### config.mk
export PLATFORM = sky130hd
export DESIGN_NAME = srs_reset_seq
export DESIGN_NICKNAME = d
export VERILOG_FILES = /design/src/srs_pkg.sv /design/src/srs_reset_seq.sv
export SDC_FILE = /design/constraint.sdc
export NUM_CORES = 1
export LEC_CHECK = 0
export ABC_AREA = 1
export BUFFER_PORTS_ARGS = -buffer_cell sky130_fd_sc_hd__buf_2
export CORE_ASPECT_RATIO = 0.75
export CORE_MARGIN = 3
export CORE_UTILIZATION = 59
export DETAILED_ROUTE_END_ITERATION = 7
export PLACE_DENSITY_LB_ADDON = 0.3
export SETUP_SLACK_MARGIN = 0.2
export SYNTH_ARGS = -nofsm -noshare
export SYNTH_HDL_FRONTEND = slang
export SYNTH_SLANG_ARGS = --single-unit
### constraint.sdc
create_clock -name clk -period 3.3 [get_ports clk]
set_input_delay 0 -clock clk [delete_from_list [all_inputs] [get_ports clk]]
set_output_delay 0 -clock clk [all_outputs]
set_load 0.05 [all_outputs]
### src/srs_pkg.sv
package srs_pkg;

   // ----------------------------------------------------------------
   // Timing in half-cycles of the CPU clock
   // ----------------------------------------------------------------
   localparam int CLK_HZ = 20_000_000;
   localparam int HALF_CYCLES_PER_CLK = 2;
   typedef logic [10:0] srs_tcl_t;
   localparam srs_tcl_t TCL_STEP = srs_tcl_t'(HALF_CYCLES_PER_CLK);
   localparam srs_tcl_t SHORT_MIN_TCL = 11'h004;
   localparam srs_tcl_t LONG_MIN_TCL = 11'h408;
   localparam srs_tcl_t ENTRY_TCL = 11'h00C;
   localparam srs_tcl_t SEQ_TCL = 11'h400;
   localparam srs_tcl_t LATCH_FAST_TCL = 11'h006;
   localparam srs_tcl_t LATCH_SLOW_TCL = 11'h008;
   // Two synchroniser stages already elapsed when a pin edge is seen
   localparam srs_tcl_t SYNC_LAG_TCL = 11'h004;
   localparam srs_tcl_t SETTLE_TCL = 11'h004;
   localparam srs_tcl_t PW_MAX_TCL = 11'h40A;

   // ----------------------------------------------------------------
   // Register map and fields
   // ----------------------------------------------------------------
   localparam logic [7:0] ADDR_SYSCFG = 8'h00;
   localparam logic [7:0] ADDR_STATUS = 8'h04;
   localparam logic [7:0] ADDR_CONFIG = 8'h08;
   localparam logic [15:0] SYSCFG_RESET = 16'h0000;
   localparam int BIDIR_BIT = 5;
   localparam logic [15:0] CFG_SOFT_LATCH = 16'h1F00;
   localparam logic [15:0] CFG_SOFT_CLEAR = 16'h00FC;
   localparam logic [15:0] CFG_RESET = 16'h0000;
   localparam logic [23:0] FETCH_VECTOR = 24'h00_0000;

   // ----------------------------------------------------------------
   // Types
   // ----------------------------------------------------------------
   typedef enum logic [2:0] {
      SRC_POWER_ON = 3'h0,
      SRC_LONG_HW = 3'h1,
      SRC_SHORT_HW = 3'h2,
      SRC_WATCHDOG = 3'h3,
      SRC_SOFTWARE = 3'h4
   } srs_src_e;

   typedef enum logic [2:0] {
      ST_RUN = 3'h0,
      ST_SYNC_ENTRY = 3'h1,
      ST_SEQUENCE = 3'h3,
      ST_EXTEND = 3'h2,
      ST_LATCH_WAIT = 3'h6,
      ST_ASYNC_HOLD = 3'h7,
      ST_WDT_WAIT = 3'h5
   } srs_state_e;

   typedef struct packed {
      logic hold_cancel;
      logic bus_abort;
      logic io_tristate;
      logic cfg_pullup;
      logic strobe_idle;
   } srs_bus_ctl_s;

   typedef struct packed {
      logic cycle_busy;
      logic ready_used;
      logic ready_done;
      logic ready_level;
   } srs_bus_stat_s;

endpackage : srs_pkg

### src/srs_reset_seq.sv
`timescale 1ns/1ns
// Functional notes
// Low pulse over 1032 half-cycles is long.
// Low pulse 4 to 1032 half-cycles is short.
// Five sources, each with own config latch; code latches all bits, or only 12:8 for soft/watchdog.
// Reset pin low, select low: reset immediately.
// Async entry: outputs low, abort, tristate, pullup.
// Async detection needs no running clock.
// Power-on: outside holds both pins low.
// Exit latches config, forces strobes idle.
// Fetch restarts at address zero, segment zero.
// Latch 6 or 8 half-cycles after rise.
// Sync reset needs pin low over 4.
// Sync entry tristates, 12 half-cycle abort window.
// Bidir bit drives pulldown; cleared after reset.
// Sequence 1024 half-cycles, extended while pin low.
// Select falling during sync switches to async.
// Software reset instruction acts like sync reset.
// Soft/watchdog latch bits 12:8, clear 7:2.
// Watchdog overflow starts the reset sequence.
// Watchdog lets bus cycle finish unless ready high.
// Reset output low until end-of-init executes.
// Counters run in half-cycles, two per clock.
// Select input is a digital level.
module srs_reset_seq (
   input wire logic clk,
   input wire logic rst,
   input wire logic ext_reset_in_n,
   input wire logic vpp_level,
   output logic ext_reset_pd_out,
   output logic ext_reset_pd_oe,
   output logic reset_out_n,
   input wire logic [15:0] config_port,
   input wire logic pll_bypass_presc,
   input wire logic software_reset_instr,
   input wire logic end_init_instr,
   input wire logic watchdog_overflow,
   input wire srs_pkg::srs_bus_stat_s bus_stat,
   output srs_pkg::srs_bus_ctl_s bus_ctl,
   output logic cpu_reset,
   output logic fetch_start,
   output logic [23:0] fetch_addr,
   input wire logic wb_cyc_i,
   input wire logic wb_stb_i,
   input wire logic wb_we_i,
   input wire logic [7:0] wb_adr_i,
   input wire logic [3:0] wb_sel_i,
   input wire logic [31:0] wb_dat_i,
   output logic [31:0] wb_dat_o,
   output logic wb_ack_o
);

   // ----------------------------------------------------------------
   // Asynchronous reset request
   // ----------------------------------------------------------------
   // async entry
   // clockless detect
   // digital select
   logic async_rst_n;
   assign async_rst_n = ext_reset_in_n | vpp_level;

   // ----------------------------------------------------------------
   // Pin synchronisers
   // ----------------------------------------------------------------
   logic rin_s1;
   logic rin_s2;
   logic [15:0] port_s1;
   logic [15:0] port_s2;

   always_ff @(posedge clk or negedge async_rst_n) begin
      if (!async_rst_n) begin
         rin_s1 <= 1'b0;
         rin_s2 <= 1'b0;
         port_s1 <= srs_pkg::CFG_RESET;
         port_s2 <= srs_pkg::CFG_RESET;
      end else begin
         rin_s1 <= ext_reset_in_n;
         rin_s2 <= rin_s1;
         port_s1 <= config_port;
         port_s2 <= port_s1;
      end
   end

   // ----------------------------------------------------------------
   // Sequencer state and registers
   // ----------------------------------------------------------------
   srs_pkg::srs_state_e state;
   srs_pkg::srs_state_e next_state;
   srs_pkg::srs_src_e src;
   srs_pkg::srs_src_e next_src;
   srs_pkg::srs_tcl_t cnt;
   srs_pkg::srs_tcl_t next_cnt;
   srs_pkg::srs_tcl_t pw;
   srs_pkg::srs_tcl_t next_pw;
   logic [15:0] syscfg;
   logic [15:0] next_syscfg;
   logic [15:0] cfg_lat;
   logic [15:0] next_cfg_lat;
   logic next_reset_out_n;
   logic next_pd_oe;
   logic next_cpu_reset;
   logic next_fetch_start;
   srs_pkg::srs_bus_ctl_s next_bus_ctl;
   logic next_ack;
   logic [31:0] next_dat;
   logic wdt_abort;
   logic pin_req;
   srs_pkg::srs_tcl_t cnt_inc;
   srs_pkg::srs_tcl_t latch_tcl;

   always_comb begin
      next_state = state;
      next_src = src;
      next_cnt = cnt;
      next_pw = pw;
      next_syscfg = syscfg;
      next_cfg_lat = cfg_lat;
      next_reset_out_n = reset_out_n;
      next_pd_oe = ext_reset_pd_oe;
      next_cpu_reset = cpu_reset;
      next_fetch_start = 1'b0;
      next_ack = 1'b0;
      next_dat = 32'h0000_0000;
      wdt_abort = 1'b0;
      cnt_inc = srs_tcl_t_add(cnt);
      // latch delay
      latch_tcl = pll_bypass_presc ? srs_pkg::LATCH_FAST_TCL : srs_pkg::LATCH_SLOW_TCL;

      // half-cycle width
      if (!rin_s2) begin
         next_pw = (pw < srs_pkg::PW_MAX_TCL) ? srs_tcl_t_add(pw) : pw;
      end else begin
         next_pw = '0;
      end
      // minimum low time
      // Judged on the updated width so a 3rd synced low clock qualifies
      pin_req = !rin_s2 && (next_pw > srs_pkg::SHORT_MIN_TCL);

      // Software access; hardware clear below takes precedence
      if (wb_cyc_i && wb_stb_i && wb_we_i && wb_ack_o && (wb_adr_i == srs_pkg::ADDR_SYSCFG)) begin
         if (wb_sel_i[0]) begin
            next_syscfg[7:0] = wb_dat_i[7:0];
         end
         if (wb_sel_i[1]) begin
            next_syscfg[15:8] = wb_dat_i[15:8];
         end
      end
      if (wb_cyc_i && wb_stb_i && !wb_ack_o) begin
         next_ack = 1'b1;
         case (wb_adr_i)
            srs_pkg::ADDR_SYSCFG: next_dat = {16'h0000, syscfg};
            srs_pkg::ADDR_STATUS: next_dat = {22'h00_0000, cpu_reset, reset_out_n, 1'b0,
                                              state, 1'b0, src};
            srs_pkg::ADDR_CONFIG: next_dat = {16'h0000, cfg_lat};
            default: next_dat = 32'h0000_0000;
         endcase
      end

      // long classification
      if ((state != srs_pkg::ST_RUN) && (src == srs_pkg::SRC_SHORT_HW) &&
          (pw > srs_pkg::LONG_MIN_TCL)) begin
         next_src = srs_pkg::SRC_LONG_HW;
      end

      case (state)
         srs_pkg::ST_RUN: begin
            // release on end-of-init
            if (end_init_instr) begin
               next_reset_out_n = 1'b1;
            end
            if (pin_req || software_reset_instr) begin
               // short classification
               // software like sync
               // sync entry
               next_src = pin_req ? srs_pkg::SRC_SHORT_HW : srs_pkg::SRC_SOFTWARE;
               next_state = srs_pkg::ST_SYNC_ENTRY;
               next_cnt = '0;
               next_reset_out_n = 1'b0;
               next_cpu_reset = 1'b1;
               // bidir pulldown
               next_pd_oe = syscfg[srs_pkg::BIDIR_BIT];
            end else if (watchdog_overflow) begin
               // watchdog start
               next_src = srs_pkg::SRC_WATCHDOG;
               next_reset_out_n = 1'b0;
               next_cpu_reset = 1'b1;
               next_cnt = '0;
               next_pd_oe = syscfg[srs_pkg::BIDIR_BIT];
               // bus completion
               if (!bus_stat.cycle_busy) begin
                  next_state = srs_pkg::ST_SEQUENCE;
               end else if (bus_stat.ready_used && bus_stat.ready_done && bus_stat.ready_level) begin
                  wdt_abort = 1'b1;
                  next_state = srs_pkg::ST_SEQUENCE;
               end else begin
                  next_state = srs_pkg::ST_WDT_WAIT;
               end
            end
         end
         srs_pkg::ST_WDT_WAIT: begin
            // wait or abort
            if (pin_req) begin
               next_src = srs_pkg::SRC_SHORT_HW;
               next_state = srs_pkg::ST_SYNC_ENTRY;
               next_cnt = '0;
            end else if (!bus_stat.cycle_busy) begin
               next_state = srs_pkg::ST_SEQUENCE;
               next_cnt = '0;
            end else if (bus_stat.ready_used && bus_stat.ready_done && bus_stat.ready_level) begin
               wdt_abort = 1'b1;
               next_state = srs_pkg::ST_SEQUENCE;
               next_cnt = '0;
            end
         end
         srs_pkg::ST_SYNC_ENTRY: begin
            // twelve half-cycle window
            next_cnt = cnt_inc;
            if (cnt_inc >= srs_pkg::ENTRY_TCL) begin
               next_state = srs_pkg::ST_SEQUENCE;
               next_cnt = '0;
            end
         end
         srs_pkg::ST_SEQUENCE: begin
            // fixed sequence
            next_cnt = cnt_inc;
            if (cnt_inc >= srs_pkg::SEQ_TCL) begin
               next_state = srs_pkg::ST_EXTEND;
               next_cnt = '0;
               // Release own pulldown so the pin level can be judged
               next_pd_oe = 1'b0;
            end
         end
         srs_pkg::ST_EXTEND: begin
            // extend while low
            if (cnt < srs_pkg::SETTLE_TCL) begin
               next_cnt = cnt_inc;
            end else if (rin_s2) begin
               next_state = srs_pkg::ST_LATCH_WAIT;
               next_cnt = srs_pkg::SYNC_LAG_TCL;
            end
         end
         srs_pkg::ST_ASYNC_HOLD: begin
            if (rin_s2) begin
               next_state = srs_pkg::ST_LATCH_WAIT;
               next_cnt = srs_pkg::SYNC_LAG_TCL;
            end
         end
         srs_pkg::ST_LATCH_WAIT: begin
            next_cnt = cnt_inc;
            if (cnt_inc >= latch_tcl) begin
               // config latch
               // partial latch
               // per-source behaviour
               if ((src == srs_pkg::SRC_SOFTWARE) || (src == srs_pkg::SRC_WATCHDOG)) begin
                  next_cfg_lat = (cfg_lat & ~(srs_pkg::CFG_SOFT_LATCH | srs_pkg::CFG_SOFT_CLEAR)) |
                                 (port_s2 & srs_pkg::CFG_SOFT_LATCH);
               end else begin
                  next_cfg_lat = port_s2;
               end
               // cleared after sequence
               next_syscfg[srs_pkg::BIDIR_BIT] = 1'b0;
               next_pd_oe = 1'b0;
               next_cpu_reset = 1'b0;
               // restart fetch
               next_fetch_start = 1'b1;
               next_state = srs_pkg::ST_RUN;
               next_cnt = '0;
            end
         end
         default: begin
            next_state = srs_pkg::ST_ASYNC_HOLD;
            next_cnt = '0;
         end
      endcase

      // entry actions
      // strobes idle
      next_bus_ctl.hold_cancel = (next_state == srs_pkg::ST_SYNC_ENTRY);
      next_bus_ctl.bus_abort = (next_state == srs_pkg::ST_SYNC_ENTRY) || wdt_abort;
      next_bus_ctl.io_tristate = (next_state != srs_pkg::ST_RUN) &&
                                 (next_state != srs_pkg::ST_WDT_WAIT);
      next_bus_ctl.cfg_pullup = next_bus_ctl.io_tristate;
      next_bus_ctl.strobe_idle = next_bus_ctl.io_tristate;
   end

   function automatic srs_pkg::srs_tcl_t srs_tcl_t_add(input srs_pkg::srs_tcl_t v);
      srs_tcl_t_add = srs_pkg::srs_tcl_t'(v + srs_pkg::TCL_STEP);
   endfunction : srs_tcl_t_add

   // ----------------------------------------------------------------
   // State registers
   // ----------------------------------------------------------------
   // async overrides sync
   always_ff @(posedge clk or negedge async_rst_n) begin
      if (!async_rst_n) begin
         state <= srs_pkg::ST_ASYNC_HOLD;
         src <= srs_pkg::SRC_LONG_HW;
         cnt <= '0;
         pw <= '0;
         syscfg <= srs_pkg::SYSCFG_RESET;
         cfg_lat <= srs_pkg::CFG_RESET;
         reset_out_n <= 1'b0;
         ext_reset_pd_oe <= 1'b0;
         ext_reset_pd_out <= 1'b0;
         cpu_reset <= 1'b1;
         fetch_start <= 1'b0;
         fetch_addr <= srs_pkg::FETCH_VECTOR;
         bus_ctl <= 5'h1F;
         wb_ack_o <= 1'b0;
         wb_dat_o <= 32'h0000_0000;
      end else if (rst) begin
         state <= srs_pkg::ST_ASYNC_HOLD;
         src <= srs_pkg::SRC_POWER_ON;
         cnt <= '0;
         pw <= '0;
         syscfg <= srs_pkg::SYSCFG_RESET;
         cfg_lat <= srs_pkg::CFG_RESET;
         reset_out_n <= 1'b0;
         ext_reset_pd_oe <= 1'b0;
         ext_reset_pd_out <= 1'b0;
         cpu_reset <= 1'b1;
         fetch_start <= 1'b0;
         fetch_addr <= srs_pkg::FETCH_VECTOR;
         bus_ctl <= 5'h1E;
         wb_ack_o <= 1'b0;
         wb_dat_o <= 32'h0000_0000;
      end else begin
         state <= next_state;
         src <= next_src;
         cnt <= next_cnt;
         pw <= next_pw;
         syscfg <= next_syscfg;
         cfg_lat <= next_cfg_lat;
         reset_out_n <= next_reset_out_n;
         ext_reset_pd_oe <= next_pd_oe;
         ext_reset_pd_out <= 1'b0;
         cpu_reset <= next_cpu_reset;
         fetch_start <= next_fetch_start;
         fetch_addr <= srs_pkg::FETCH_VECTOR;
         bus_ctl <= next_bus_ctl;
         wb_ack_o <= next_ack;
         wb_dat_o <= next_dat;
      end
   end

endmodule : srs_reset_seq

Word-level counts from Yosys, hierarchy flattened
Cells that the tools add are included.
- bits in registers: 136
- input port bits: 75
- output and inout port bits: 67
- word-level logic and storage cells: 164
- add/sub/neg operators: 2
- magnitude comparators: 7
- equal/unequal tests: 17
- mux-type cells: 77
- bitwise logic cells: 2
- reduce and logical (&&, ||, !) cells: 36
- operators with widths (kind ; count):
    $mux 11 ; 14
    $mux 16 ; 8
    $pmux 11 s7 ; 1
    $mux 3 ; 19
    $pmux 16 s3 ; 1
    $mux 1 ; 25
    $add 11x2->11 const B ; 2
    $pmux 3 s7 ; 1
    $mux 8 ; 2
    $or 16x13->16 ; 1
    $eq 3x2->1 const B ; 4
    $eq 3x3->1 const B ; 4
    $reduce_bool 2->1 ; 6
    $ge 11x11->1 const B ; 1
    $ge 11x4->1 ; 1
    $ge 11x4->1 const B ; 1
    $gt 11x11->1 const B ; 1
    $gt 11x3->1 const B ; 1
    $logic_and 1x1->1 ; 11
    $lt 11x11->1 const B ; 1
    $lt 11x3->1 const B ; 1
    $reduce_and 2->1 ; 5
    $ne 3x3->1 const B ; 3
    $reduce_bool 3->1 ; 3
    18 further kinds ; 24

Logic depth before layout (Yosys ltp)
- word-level depth: 11
- depth in mapped cells: 20
- gate-level depth less buffers: 20

Worst setup path after synthesis
OpenSTA, ideal clock, no wires.
- path kind: register to register
- from: reg cnt[1]
- to: reg cnt[1]
- library setup time: 122 ps
- arrival: 1916 ps
- slack: 1262 ps
- cell stages (with the launch flop): 14
- path buffers: 0
- clock period less this slack: 2038 ps
- cells stage by stage: dfrtp_1 ha_1 ha_1 nand3b_1 nor2_2 nand2_1 nand2_2 nand2_2 nand3_2 nand2_2 nor2_4 nand2_2 o21ai_1 o21ai_2
- cells in the longest elaborated chain, start to end: 5
- ends and longest elaborated chain (item ; line ; text):
    start: declaration ; srs_reset_seq.sv:91 ; srs_pkg::srs_tcl_t cnt;
    start signal: assignment ; srs_reset_seq.sv:330 ; cnt <= next_cnt;
    $add 11x2->11 ; srs_reset_seq.sv:287 ; srs_tcl_t_add = srs_pkg::srs_tcl_t'(v + srs_pkg::TCL_STEP);
    $ge 11x4->1, or another cell as far along ; srs_reset_seq.sv:250 ; if (cnt_inc >= latch_tcl) begin
    $mux 11 (on tied branches) ; srs_reset_seq.sv:250, srs_reset_seq.sv:218, srs_reset_seq.sv:226 ;
    $pmux 11 s7 * ; srs_reset_seq.sv:165 ; case (state)
    $mux 11 * ; srs_reset_seq.sv:311 ; end else if (rst) begin
Every way passes the cells marked *; elsewhere a longest branch is shown, timed or not.
A chain may end at the register's enable or synchronous reset.

Final worst setup path
- from: reg pw[1]
- to: reg bus_ctl[1] (netlist name)
- cells in the longest elaborated chain, start to end: 11
- ends and longest elaborated chain (item ; line ; text):
    start: declaration ; srs_reset_seq.sv:93 ; srs_pkg::srs_tcl_t pw;
    start signal: assignment ; srs_reset_seq.sv:331 ; pw <= next_pw;
    $add 11x2->11 / $lt 11x11->1 (equally long branches) ; srs_reset_seq.sv:287, srs_reset_seq.sv:131 ;
    $mux 11 * ; srs_reset_seq.sv:131 ; next_pw = (pw < srs_pkg::PW_MAX_TCL) ? srs_tcl_t_add(pw) : pw;
    $mux 11 * ; srs_reset_seq.sv:130 ; if (!rin_s2) begin
    $gt 11x3->1 * ; srs_reset_seq.sv:137 ; pin_req = !rin_s2 && (next_pw > srs_pkg::SHORT_MIN_TCL);
    $logic_and 1x1->1 * ; srs_reset_seq.sv:137 ;
    $logic_or 1x1->1 ; srs_reset_seq.sv:171 ; if (pin_req || software_reset_instr) begin
    $mux 3 ; srs_reset_seq.sv:171 ;
    $pmux 3 s7 * ; srs_reset_seq.sv:165 ;
    $ne 3x3->1 / $reduce_bool 3->1 (equally long branches) ; srs_reset_seq.sv:281, srs_reset_seq.sv:280 ;
    $logic_and 1x1->1 * ; srs_reset_seq.sv:280 ; next_bus_ctl.io_tristate = (next_state != srs_pkg::ST_RUN) &&
    $mux 5 * ; srs_reset_seq.sv:311 ;
    end signal: assignment ; srs_reset_seq.sv:340 ; bus_ctl <= next_bus_ctl;
    end: declaration ; srs_reset_seq.sv:39 ; output srs_pkg::srs_bus_ctl_s bus_ctl,
Marked as above.

==> flow_metrics.tcl <==
set metrics [dict create \
    ys.flop_type "dfrtp_1" \
    ioPinCount 142 \
    wire_per_inst_um 16.28 \
    path_buf_inv 2 \
    max_freq_mhz 375.6 \
    synth-seq-cells 119 \
    cts_htree_levels 4 \
    drt-pass1-iter-count 5 \
    status "finished, final reports clean" \
    coreArea_um2 9891 \
    leakage_nw 3.791 \
    synth_area_per_cell_um2 8.539 \
    fin_skew_ps 11.20 \
    ctsHoldBuffers 39 \
    path_delay_family "simple AND/OR/NAND/NOR gates" \
    track_usage 0.2852 \
    antenna_found_initial 0 \
    max-cap-violations 0 \
    met1_length_mm 6.412 \
    cts_resized 0 \
    cts_root_buf "clkbuf_16" \
    rsz0062_at_grt "no" \
    rows 31 \
    layout.nets 924 \
    design.die.area_um2 11660 \
    tightest_slew_ps 1209 \
    path_clk_slew_ps 60 \
    cts_setup_buffers 0 \
    setup_tns_ps 0 \
    clock_path_buffers 2 \
    synthToLayoutAreaGrowth_pct 22.18 \
    dieWidth_um 123.7 \
    ir_drop_uv 706.1 \
    clock_latency_ps 420 \
    remaining_drc_errors 0 \
    hold_class "primary input to flip-flop" \
    die_y_um 94.28 \
    drive_gt1_frac 0.2301 \
    crit_type "flip-flop to flip-flop" \
    crit_fanout 12 \
    endpoint_kind "flip-flop" \
    relSlewSlack 0.1929 \
    utilization 0.7574 \
    worstPathRequired_ps 3590 \
    grt_max_degree 120 \
    synth_cell_type_count 49 \
    cts_made_buffers 17 \
    dr.first_iter.drc_count 596 \
    drv_slew 0 \
    synthArstFlopShare 1.000 \
    vias 5444 \
    report.final.setup_viol 0 \
    fin_crit_ps 2663 \
    syn_inst 718 \
    ant_nets 0 \
    totalWireLength_mm 16.08 \
    dr_wl_met3_mm 1.444 \
    num_antenna_cells 0 \
    hpwl_mm 9.998 \
    cts.sinks 119 \
    cp.arrival_ps 2950 \
    vias_per_cell 5.510 \
    finalCritPeriodShare 0.8068 \
    crit_chain "inv_1 > ha_1 > inv_1 > nand2_1 > nand2_1 > o21ai_2 > nand2_1 > nand3_1 > nand2_1 > nand2_1 > nand2_1 > nor2_4 > nand2_4 > o21ai_2 > nand2_1 > nand2_2 > nand3_1" \
    p_per_area_nw_per_um2 630.1 \
    hold_viol 0 \
    cpPeakStageDelay_ps 400 \
    highest_layer "met4" \
    portBuffers 82 \
    grt_pass1_vias 5258 \
    grt_pass1_wl_mm 25.59 \
    place_congestion 0.9990 \
    startpoint_type "flip-flop" \
    netlist_area_um2 6131 \
    dr_wl_met2_mm 7.778 \
    slowest_stage "dfrtp_1" \
    path_common_cell "nand2_1" \
    start_util 0.6199 \
    gr-total-overflow 0 \
    synth_edf_count 0 \
    cts_tree "done" \
    ys_seq_area_frac 0.4876 \
    yosysWarnings 0 \
]
==> placed cells by master, fill, tap and decap left out, types with 10 or more instances in the layout <==
| cell type | instances |
|---|---|
| nor2_4 | 12 |
| nand2_1 | 183 |
| o21ai_2 | 10 |
| nand4_1 | 15 |
| dfrtp_1 | 110 |
| dlygate4sd3_1 | 39 |
| buf_2 | 82 |
| nand3_1 | 75 |
| clkbuf_16 | 17 |
| a21oi_1 | 19 |
| nand2_2 | 16 |
| inv_1 | 67 |
| nor2_1 | 46 |
| o21ai_0 | 14 |
| conb_1 | 41 |
==> area by class of cell <==
class,instances,area [µm²]
flip-flops and latches,119,2989
multi-input cells,504,2601
fillers,650,2400
repair buffers,127,858.3
clock buffers,19,452.9
inverters,74,280.3
well taps,132,165.2
clock inverters,13,143.9
==> power breakdown <==
group | internal (mW) | switching, mW | total, mW
combinational | 0.328 | 0.832 | 1.16
clock | 1.16 | 0.704 | 1.86
sequential | 1.59 | 0.106 | 1.70
total | 3.08 | 1.64 | 4.72
==> routing by layer <==
metal / up-vias / global-route usage
met1: 2580 / 0.3776
met3: 56 / 0.07164
met4: 0 / 0.1171
li1: 2505 / -
met2: 303 / 0.4485
met5: - / 0
==> tightest hold or removal path: cells and delay by family <==
kind	cells	cell delay, ps
and+or+nand+nor	4	260
buffers and inverters	3	210
==> kinds of logic (layout without fill, tap and decap cells) <==
group / count (synthesis) / in the layout / synth area share
and+or+nand+nor: 380 / 380 / 0.3051
buffers and inverters: 135 / 233 / 0.1131
DFF: 119 / 119 / 0.4876
AOI/OAI and AO/OA: 72 / 72 / 0.07306
adders and majority gates: 6 / 6 / 0.01224
xor gates and xnor gates: 5 / 5 / 0.008367
other: 1 / 41 / 0.0006117
==> worst paths after layout <==
check / from / to / slack [ps] / cells after the start
max: pw[1] / bus_ctl[1] / 640 / 17
min: bus_stat[3] / bus_ctl[3] / 60 / 7
max reg2reg: pw[1] / bus_ctl[1] / 640 / 17
min reg2reg: port_s1[0] / port_s2[0] / 350 / 0
max in group asynchronous: vpp_level / syscfg[10] / 2480 / 4
min in group asynchronous: ext_reset_in_n / cnt[5] / 250 / 4
==> Yosys cell counts, types with 2 or more instances <==
cell type / number / area, µm²
xor2_1: 4 / 35.03
nand2_2: 16 / 100.1
clkbuf_1: 9 / 33.78
nor4_2: 2 / 25.02
inv_2: 5 / 18.77
a31oi_1: 9 / 56.30
o21ai_2: 10 / 87.58
nand3_1: 75 / 375.4
buf_6: 2 / 22.52
dfrtp_1: 110 / 2753
o22ai_1: 4 / 25.02
o211ai_1: 3 / 22.52
nand4_1: 15 / 93.84
nand3b_1: 2 / 15.01
nand2_1: 183 / 686.9
buf_2: 3 / 15.01
inv_1: 67 / 251.5
nor2_4: 12 / 135.1
o21ai_0: 14 / 70.07
a21oi_1: 19 / 95.09
o21ai_1: 6 / 30.03
nor3_1: 7 / 35.03
nand3_2: 8 / 80.08
nor2_2: 2 / 12.51
ha_1: 6 / 75.07
nor2_1: 46 / 172.7
buf_4: 44 / 330.3
buf_1: 3 / 11.26
dfstp_2: 9 / 236.5
nand2_4: 4 / 45.04
==> state kept, by name, summed over array words and instances (netlist names) <==
signal           count
bus_ctl              4
cfg_lat             16
cnt                 11
cpu_reset            1
ext_reset_pd_oe      1
fetch_start          1
port_s1             16
port_s2             16
pw                  11
reset_out_n          1
rin_s1               1
rin_s2               1
src                  3
state                3
syscfg              16
wb_ack_o             1
wb_dat_o            16
==> per-stage QoR <==
stage,setup WS (ps),instance area [µm²],hold slack (ps),std cells,power (mW)
detailed placement,712.8,6504,109.3,917,2.786
floorplan,1262,6281,31.43,758,2.580
CTS,684.4,7491,61.95,988,4.671
global route,376.6,7491,94.59,988,4.895
finish,637.5,7491,61.47,988,4.720
global placement,816.5,6504,107.9,917,2.742
(Power assumes the default switching activity.)
